$ cat src/dcc_regs.svh
// register map constants for the dual comparator control block
// assumes a 32-bit AXI4-Lite slave with one aligned word per register
`ifndef DCC_REGS_SVH
`define DCC_REGS_SVH
// printed control register offsets are word indexes; byte address is 4x
`define DCC_IDX_CTRL0 12'hF90
`define DCC_IDX_CTRL1 12'hF91
// block-local registers, byte addresses
`define DCC_ADDR_STATUS 16'h3E48
`define DCC_ADDR_MASK 16'h3E4C
`define DCC_ADDR_POWER 16'h3E50
`define DCC_ADDR_RSTSTAT 16'h3E54
`define DCC_ADDR_IRQREQ 16'h3E58
// reset values
`define DCC_CTRL_RST 8'h14
`define DCC_MASK_RST 2'h0
`define DCC_POWER_RST 4'h0
// AXI responses
`define DCC_RESP_OKAY 2'h0
`define DCC_RESP_SLVERR 2'h2
`endif

$ cat src/dcc_pkg.sv
// types shared by the comparator control top and its channel module
// assumes dcc_regs.svh carries all numeric constants except the trigger codes defined here
package dcc_pkg;
    // timer trigger routing codes
    typedef enum logic [1:0] {
        DCC_TRG_NONE = 2'b00,
        DCC_TRG_T0 = 2'b01,
        DCC_TRG_T1 = 2'b10,
        DCC_TRG_T2 = 2'b11
    } dcc_trg_e;
    // one comparator control byte, msb first
    typedef struct packed {
        logic pos_sel;
        logic neg_sel;
        logic [3:0] ref_level;
        dcc_trg_e trg;
    } dcc_ctrl_s;
    // whole state of the top module
    typedef struct packed {
        logic aw_got;
        logic w_got;
        logic [15:0] awaddr;
        logic [7:0] wbyte;
        logic wen;
        logic bvalid;
        logic [1:0] bresp;
        logic rvalid;
        logic [1:0] rresp;
        logic [31:0] rdata;
        dcc_ctrl_s [1:0] ctrl;
        logic [1:0] status;
        logic [1:0] mask;
        logic [3:0] power;
        logic stop_flag;
        logic req_flag;
        logic recover;
    } dcc_top_s;
    // whole state of one comparator channel
    typedef struct packed {
        logic sync1;
        logic sync2;
        logic last;
        logic level;
        logic evt;
        logic [2:0] trig;
    } dcc_chan_s;
endpackage

$ cat src/dcc_chan_if.sv
// carrier between the control top and one comparator channel
// assumes both ends run on the same clock
`timescale 1ns/1ps
interface dcc_chan_if;
    import dcc_pkg::*;
    dcc_ctrl_s cfg;
    logic run;
    logic level;
    logic evt;
    logic [2:0] trig;
    modport ctl (output cfg, output run, input level, input evt, input trig);
    modport chan (input cfg, input run, output level, output evt,
        output trig);
endinterface

$ cat src/dcc_chan.sv
// one comparator channel: synchroniser, change detect, timer routing
// assumes cmp_async is the raw analog comparator output, any timing
`timescale 1ns/1ps
module dcc_chan
    import dcc_pkg::*;
(
    input wire logic clk,
    input wire logic rst_b,
    input wire logic ce,
    input wire logic cmp_async,
    dcc_chan_if.chan bus
);
    dcc_chan_s s_r;
    dcc_chan_s s_nxt;

    // one-hot timer trigger from routing code and level
    function automatic logic [2:0] route(input dcc_trg_e t, input logic lv);
        unique case (t)
            DCC_TRG_NONE: route = 3'h0;
            DCC_TRG_T0: route = {2'h0, lv};
            DCC_TRG_T1: route = {1'h0, lv, 1'h0};
            DCC_TRG_T2: route = {lv, 2'h0};
        endcase
    endfunction

    // sync1 feeds only sync2; changes are judged on sync2 only
    always_comb begin
        s_nxt = s_r;
        s_nxt.sync1 = cmp_async;
        s_nxt.sync2 = s_r.sync1;
        s_nxt.last = s_r.sync2;
        s_nxt.level = s_r.sync2;
        s_nxt.evt = bus.run & (s_r.sync2 ^ s_r.last);
        // a powered-down comparator drives no trigger
        s_nxt.trig = bus.run ? route(bus.cfg.trg, s_r.sync2) : 3'h0;
    end

    always_ff @(posedge clk) begin
        if (!rst_b) begin
            s_r <= '0;
        end else if (ce) begin
            s_r <= s_nxt;
        end
    end

    assign bus.level = s_r.level;
    assign bus.evt = s_r.evt;
    assign bus.trig = s_r.trig;
endmodule // dcc_chan

$ cat src/dcc_top.sv
// dual comparator control: AXI4-Lite registers, events, stop recovery
// assumes cmp_raw is asynchronous; stop_mode and int_global_en come from
// logic on clk; analog core, timers and pin mux sit outside
//
// Contract
// - positive select bit: 0 picks GPIO pin, 1 picks temperature sensor
// - negative select: 0 GPIO pin, reference off; 1 reference on and used
// - 4-bit reference level, 0.2 V steps to code 9, resets to 0101
// - reference level per comparator, independent of ADC reference choice
// - trigger field 00 none; 01, 10, 11 drive timer 0, 1, 2
// - comparator 1 register one index above, same fields and codes
// - in stop, enabled comparator interrupt starts recovery and requests
// - comparator stop recovery sets the stop bit in reset status
// - such an event also sets the comparator interrupt request bit
// - after recovery, with interrupts enabled, vector fetch is requested
// - each comparator powers down or keeps running in stop, by power bits
// - comparator output serves as interrupt source or pin output
//
// The AXI4-Lite interface to the registers was chosen for this implementation.
`timescale 1ns/1ps
`include "dcc_regs.svh"
module dcc_top
    import dcc_pkg::*;
(
    input wire logic clk,
    input wire logic rst_b,
    input wire logic ce,
    input wire logic [15:0] awaddr,
    input wire logic [2:0] awprot,
    input wire logic awvalid,
    output logic awready,
    input wire logic [31:0] wdata,
    input wire logic [3:0] wstrb,
    input wire logic wvalid,
    output logic wready,
    output logic [1:0] bresp,
    output logic bvalid,
    input wire logic bready,
    input wire logic [15:0] araddr,
    input wire logic [2:0] arprot,
    input wire logic arvalid,
    output logic arready,
    output logic [31:0] rdata,
    output logic [1:0] rresp,
    output logic rvalid,
    input wire logic rready,
    input wire logic [1:0] cmp_raw,
    input wire logic stop_mode,
    input wire logic int_global_en,
    output logic [1:0] pos_sel,
    output logic [1:0] neg_sel,
    output logic [1:0] ref_en,
    output logic [3:0] ref_level0,
    output logic [3:0] ref_level1,
    output logic [2:0] timer_trig,
    output logic [1:0] cmp_pin_out,
    output logic [1:0] cmp_power_on,
    output logic irq,
    output logic stop_recover,
    output logic stop_flag,
    output logic vector_fetch
);
    dcc_top_s s_r;
    dcc_top_s s_nxt;
    dcc_chan_if ch0 ();
    dcc_chan_if ch1 ();
    logic [1:0] run;
    logic [1:0] ev;
    logic [1:0] hit;
    logic ar_take;
    logic do_wr;

    // byte address of a printed word index
    function automatic logic [15:0] word_addr(input logic [11:0] idx);
        word_addr = {2'h0, idx, 2'h0};
    endfunction

    // read value and hit flag for one address; unmapped gives a miss
    function automatic logic [32:0] rd_word(input logic [15:0] a,
        input dcc_top_s s);
        rd_word = {1'b1, 32'h0};
        if (a == word_addr(`DCC_IDX_CTRL0)) begin
            rd_word[7:0] = s.ctrl[0];
        end else if (a == word_addr(`DCC_IDX_CTRL1)) begin
            rd_word[7:0] = s.ctrl[1];
        end else if (a == `DCC_ADDR_STATUS) begin
            rd_word[1:0] = s.status;
        end else if (a == `DCC_ADDR_MASK) begin
            rd_word[1:0] = s.mask;
        end else if (a == `DCC_ADDR_POWER) begin
            rd_word[3:0] = s.power;
        end else if (a == `DCC_ADDR_RSTSTAT) begin
            rd_word[0] = s.stop_flag;
        end else if (a == `DCC_ADDR_IRQREQ) begin
            rd_word[0] = s.req_flag;
        end else begin
            rd_word[32] = 1'b0;
        end
    endfunction

    // a comparator runs when powered, and in stop only if told to stay on
    assign run[0] = s_r.power[0] & (~stop_mode | s_r.power[2]);
    assign run[1] = s_r.power[1] & (~stop_mode | s_r.power[3]);

    // channel hookup; both channels share one channel module
    assign ch0.cfg = s_r.ctrl[0];
    assign ch1.cfg = s_r.ctrl[1];
    assign ch0.run = run[0];
    assign ch1.run = run[1];
    assign ev = {ch1.evt, ch0.evt};
    // only unmasked events may wake the device or raise a request
    assign hit = ev & s_r.mask;

    dcc_chan u_ch0 (
        .clk(clk),
        .rst_b(rst_b),
        .ce(ce),
        .cmp_async(cmp_raw[0]),
        .bus(ch0)
    );

    dcc_chan u_ch1 (
        .clk(clk),
        .rst_b(rst_b),
        .ce(ce),
        .cmp_async(cmp_raw[1]),
        .bus(ch1)
    );

    // bus handshakes: one write and one read in flight at a time
    // ready is withheld while frozen, else a handshake would be lost
    assign awready = ce & ~s_r.aw_got & ~s_r.bvalid;
    assign wready = ce & ~s_r.w_got & ~s_r.bvalid;
    assign arready = ce & ~s_r.rvalid;
    assign ar_take = arvalid & arready;
    assign do_wr = s_r.aw_got & s_r.w_got;

    // next state: bus slave, register writes, sticky events
    always_comb begin
        logic [32:0] rd;
        logic [1:0] rd_clr_status;
        logic rd_clr_stop;
        logic rd_clr_req;
        rd = rd_word(araddr, s_r);
        rd_clr_status = 2'h0;
        rd_clr_stop = 1'b0;
        rd_clr_req = 1'b0;
        s_nxt = s_r;
        s_nxt.recover = 1'b0;
        // address and data are taken in either order
        if (awvalid && awready) begin
            s_nxt.aw_got = 1'b1;
            s_nxt.awaddr = awaddr;
        end
        if (wvalid && wready) begin
            s_nxt.w_got = 1'b1;
            s_nxt.wbyte = wdata[7:0];
            s_nxt.wen = wstrb[0];
        end
        if (do_wr) begin
            s_nxt.aw_got = 1'b0;
            s_nxt.w_got = 1'b0;
            s_nxt.bvalid = 1'b1;
            s_nxt.bresp = `DCC_RESP_OKAY;
            if (s_r.awaddr == word_addr(`DCC_IDX_CTRL0)) begin
                if (s_r.wen) s_nxt.ctrl[0] = dcc_ctrl_s'(s_r.wbyte);
            end else if (s_r.awaddr == word_addr(`DCC_IDX_CTRL1)) begin
                if (s_r.wen) s_nxt.ctrl[1] = dcc_ctrl_s'(s_r.wbyte);
            end else if (s_r.awaddr == `DCC_ADDR_MASK) begin
                if (s_r.wen) s_nxt.mask = s_r.wbyte[1:0];
            end else if (s_r.awaddr == `DCC_ADDR_POWER) begin
                if (s_r.wen) s_nxt.power = s_r.wbyte[3:0];
            end else if (s_r.awaddr == `DCC_ADDR_STATUS ||
                s_r.awaddr == `DCC_ADDR_RSTSTAT ||
                s_r.awaddr == `DCC_ADDR_IRQREQ) begin
                // read-only words accept and ignore writes
                s_nxt.bresp = `DCC_RESP_OKAY;
            end else begin
                s_nxt.bresp = `DCC_RESP_SLVERR;
            end
        end
        // answers drop once the master has taken them
        if (s_r.bvalid && bready) begin
            s_nxt.bvalid = 1'b0;
        end
        if (s_r.rvalid && rready) begin
            s_nxt.rvalid = 1'b0;
        end
        // a taken read captures data and clears sticky words it reads
        if (ar_take) begin
            s_nxt.rvalid = 1'b1;
            s_nxt.rdata = rd[31:0];
            s_nxt.rresp = rd[32] ? `DCC_RESP_OKAY : `DCC_RESP_SLVERR;
            if (araddr == `DCC_ADDR_STATUS) rd_clr_status = 2'h3;
            if (araddr == `DCC_ADDR_RSTSTAT) rd_clr_stop = 1'b1;
            if (araddr == `DCC_ADDR_IRQREQ) rd_clr_req = 1'b1;
        end
        // events set after the clear so a same-cycle event is kept
        s_nxt.status = (s_r.status & ~rd_clr_status) | ev;
        s_nxt.req_flag = (s_r.req_flag & ~rd_clr_req) | (|hit);
        s_nxt.stop_flag = (s_r.stop_flag & ~rd_clr_stop) |
            (stop_mode & (|hit));
        s_nxt.recover = stop_mode & (|hit);
    end

    // state register; reset does not wait for the clock enable
    always_ff @(posedge clk) begin
        if (!rst_b) begin
            s_r <= '0;
            s_r.ctrl[0] <= `DCC_CTRL_RST;
            s_r.ctrl[1] <= `DCC_CTRL_RST;
            s_r.mask <= `DCC_MASK_RST;
            s_r.power <= `DCC_POWER_RST;
        end else if (ce) begin
            s_r <= s_nxt;
        end
    end

    // register-driven outputs toward the analog core and the pin mux
    assign pos_sel = {s_r.ctrl[1].pos_sel, s_r.ctrl[0].pos_sel};
    assign neg_sel = {s_r.ctrl[1].neg_sel, s_r.ctrl[0].neg_sel};
    // reference is only powered while it is the negative input
    assign ref_en = neg_sel;
    // each level drives its own ladder; no ADC reference input exists
    assign ref_level0 = s_r.ctrl[0].ref_level;
    assign ref_level1 = s_r.ctrl[1].ref_level;
    assign timer_trig = ch0.trig | ch1.trig;
    assign cmp_pin_out = {ch1.level, ch0.level};
    assign cmp_power_on = run;
    assign irq = |(s_r.status & s_r.mask);
    assign stop_recover = s_r.recover;
    assign stop_flag = s_r.stop_flag;
    // the cpu fetches the vector only once awake and interrupts enabled
    assign vector_fetch = s_r.req_flag & int_global_en & ~stop_mode;
    assign bvalid = s_r.bvalid;
    assign bresp = s_r.bresp;
    assign rvalid = s_r.rvalid;
    assign rdata = s_r.rdata;
    assign rresp = s_r.rresp;
endmodule // dcc_top

$ cat config.mk
export PLATFORM = sky130hd
export DESIGN_NAME = dcc_top
export DESIGN_NICKNAME = d
export VERILOG_FILES = /design/src/dcc_pkg.sv /design/src/dcc_chan_if.sv /design/src/dcc_chan.sv /design/src/dcc_top.sv
export VERILOG_INCLUDE_DIRS = /design/src
export SDC_FILE = /design/constraint.sdc
export NUM_CORES = 1
export LEC_CHECK = 0
export ABC_CLOCK_PERIOD_IN_PS = 3700
export BUFFER_PORTS_ARGS = -buffer_cell sky130_fd_sc_hd__buf_2
export CAP_MARGIN = 20
export CORE_MARGIN = 3
export CORE_UTILIZATION = 40
export CTS_BUF_LIST = sky130_fd_sc_hd__clkbuf_4
export CTS_CLUSTER_DIAMETER = 80
export CTS_CLUSTER_SIZE = 20
export DETAILED_ROUTE_END_ITERATION = 10
export PLACE_DENSITY_LB_ADDON = 0.08
export REMOVE_ABC_BUFFERS = 1
export SLEW_MARGIN = 10
export SYNTH_ARGS = -nofsm -noshare
export SYNTH_HDL_FRONTEND = slang
export SYNTH_SLANG_ARGS = --single-unit
$ cat constraint.sdc
create_clock -name clk -period 3.7 [get_ports clk]
set_input_delay 0.555 -clock clk [delete_from_list [all_inputs] [get_ports clk]]
set_output_delay 0.555 -clock clk [all_outputs]
set_load 0.02 [all_outputs]
==> results.tsv <==
metric	value	unit
final_cells	664	
pwr-share-seq	55.3	%
drtAntennaViolNets	0	
antenna_found_initial	0	
startpoint	s_r[75]$_SDFFE_PN0P_	
r2r_start	s_r[75]$_SDFFE_PN0P_	
cts_max_level	3	
cts_tree	built	
pin_count	152	
yosysUniqueCellTypes	52	
port_buffers	92	
final-hold-violation-count	0	
worstPathMaxFanout	15	
core.rowCount	35	
grt_max_degree	43	
power.density	380	mW/mm2
cts_setup_buffers	0	
p_comb_share	10.6	%
gp_congestion	0.803	
clockPowerShare	34.1	%
synth_seq_cells	80	
insertion_delay	0.43	ns
yosysTopAreaCell	dfxtp_1	
grt-ovfl-total	0	
via_per_inst	5.08	
ctsResizeCount	0	
cts.sinks	80	
final_layout_size_suffix_gt1_share	22.4	%
first_pass_iters	4	
max_freq	433	MHz
yosysTopAreaCellShare	40.6	%
synth_ff_type	dfxtp_1	
max_stage_delay	0.55	ns
syn_area	0.00395	mm2
start_kind	flip-flop	
maxCapViolCount	0	
die_y	105	um
worstHoldStart	awaddr[6]	
yosys_warnings	0	
tightest_slew	0.960	ns
switching_share	26.2	%
grt.total_usage	16.9	%
ys_top_cells_by_area	dfxtp_1 41%, buf_4 10%, nand2_1 8.1%, a21oi_1 7.2%, nand3_1 3.3%	
numCtsBuffers	9	
drtIter0Drc	186	
synth_edf_count	0	
crit_chain	or4b_4, nor4_4, buf_4, nand4_1, mux2i_1	
required	4.01	ns
rsz0062_at_grt	no	
clkTransAtPathRegs	0.13	ns
hp-class	in -> reg	
fin_hold_ws	0.342	ns
drv_slew	0	
place_inst	649	
skew	0.0172	ns
cts-root-buf	clkbuf_4	
syn_inst	484	
final_common_cell	buf_2	
crit_slowest_cell	or4b_4	
slew_headroom	35.5	%
ys_seq_area_share	40.6	%
grt_pass1_vias	3006	
die_area	0.0111	mm2
end_kind	flip-flop	
cts_buffer_depth	2	
vias	3373	
drc	0	
fin_nets	617	
grt_pass1_wl	15200	um
dieWidth	105	um
intPower	0.00120	W
initial_utilization	41.9	%
hpwl	6820	um
max-vdd-ir-drop	158	uV
core	0.00942	mm2
post_drt_wl_per_cell	14.4	um
fin_tns_setup	0	ns
placed_area	0.00416	mm2
finalCriticalPeriod	2.31	ns
status	completed	
arrival	2.62	ns
leakagePower	1.75	nW
routed_wl	9570	um
async_reset_ff_share	0	%
final_cell_mix	92 x buf_2, 85 x nand2_1, 80 x dfxtp_1, 57 x a21oi_1	
holdBufCountCts	0	
diodes	0	
synthToLayoutAreaGrowth	8.98	%
criticalPathCategory	reg -> reg	
avgSynthCellArea	8.15	um2
final_area	0.00430	mm2
setup_viol	0	
p_sw	0.000428	W
fin_crit_sh	62.4	%
==> critical path: cells and delay by family (launching register included) <==
family | cells | cell delay [ns]
buf+inv | 1 | 0.30
flops | 1 | 0.35
mux | 1 | 0.21
simple gates | 3 | 1.33
==> sequential cells by signal (all words and copies together), names as in the netlist, 2 cells and up <==
signal          flops
ch1.cfg             2
s_r                36
pos_sel             2
neg_sel             2
rdata               8
u_ch1.s_nxt         2
ch0.cfg             2
u_ch1.bus.trig      3
ref_level0          4
ref_level1          4
u_ch0.s_nxt         2
u_ch0.bus.trig      3
==> final cells by class <==
class                      instances  area [um2]
clock buffer                       9        67.6
clock inverter                     6        75.1
tap                              129         161
timing repair buffer              94         488
multi-input combinational        339        1880
sequential                        80        1600
inverter                           7        26.3
fill                            1006        5120
==> metrics by stage <==
stage / power, W / setup slack (ns) / utilization [%]
floorplan: 0.00102 / 1.59 / -
global placement: 0.00109 / 1.38 / 43.9
detailed placement: 0.00109 / 1.38 / 44.1
CTS: 0.00164 / 1.40 / 45.7
global route: 0.00171 / 1.29 / 45.7
finish: 0.00163 / 1.39 / 45.7
==> cell usage after synthesis, drive strengths merged (3+ instances only) <==
cell,n
nor3b,6
and2,5
or2,4
clkbuf,21
mux2i,11
buf,62
o21ai,25
o41ai,4
nor2,14
nand2,85
a31oi,8
and3,10
inv,7
nand4b,9
nor4,3
or4b,3
dfxtp,80
nand4,8
nand3,26
a211o,4
nand3b,3
a21oi,57
==> routing by layer <==
layer / track usage, % / wire length (um) / vias to the layer above
li1: - / - / 1706
met1: 23.5 / 4530 / 1558
met2: 26.3 / 4340 / 99
met3: 3.12 / 600 / 10
met4: 5.90 / 104 / 0
met5: 0 / 0 / -
==> logic make-up after synthesis <==
| logic type | Yosys count | share of synthesized area [%] |
|---|---|---|
| DFF | 80 | 40.6 |
| buffers and inverters | 90 | 14.1 |
| muxes | 13 | 3.36 |
| other | 1 | 0.0951 |
| xor gates and xnor gates | 2 | 0.444 |
| AOI/OAI and AO/OA | 109 | 15.8 |
| and+or+nand+nor | 189 | 25.6 |
==> path summary, 6_finish.rpt <==
| check | endpoint | slack (ns) | cells after the start |
|---|---|---|---|
| worst min register to register | u_ch1.bus.trig[1]$_SDFFE_PN0P_ | 0.46 | 2 |
| worst max register to register | s_r[5]$_SDFFE_PN0P_ | 1.39 | 5 |
| worst min-delay path | s_r[80]$_SDFFE_PN0P_ | 0.34 | 3 |
| worst max-delay path | s_r[5]$_SDFFE_PN0P_ | 1.39 | 5 |
==> power by group through the flow <==
stage	Clock [W]	Combinational, W	Sequential (W)
final	0.000557	0.000172	0.000902
after floorplan	0	0.0000943	0.000925
after global routing	0.000611	0.000193	0.000907
after global placement	0	0.000169	0.000921
after CTS	0.000569	0.000174	0.000903
after detailed placement	0	0.000173	0.000922
Power figures use the tool's default switching activity.
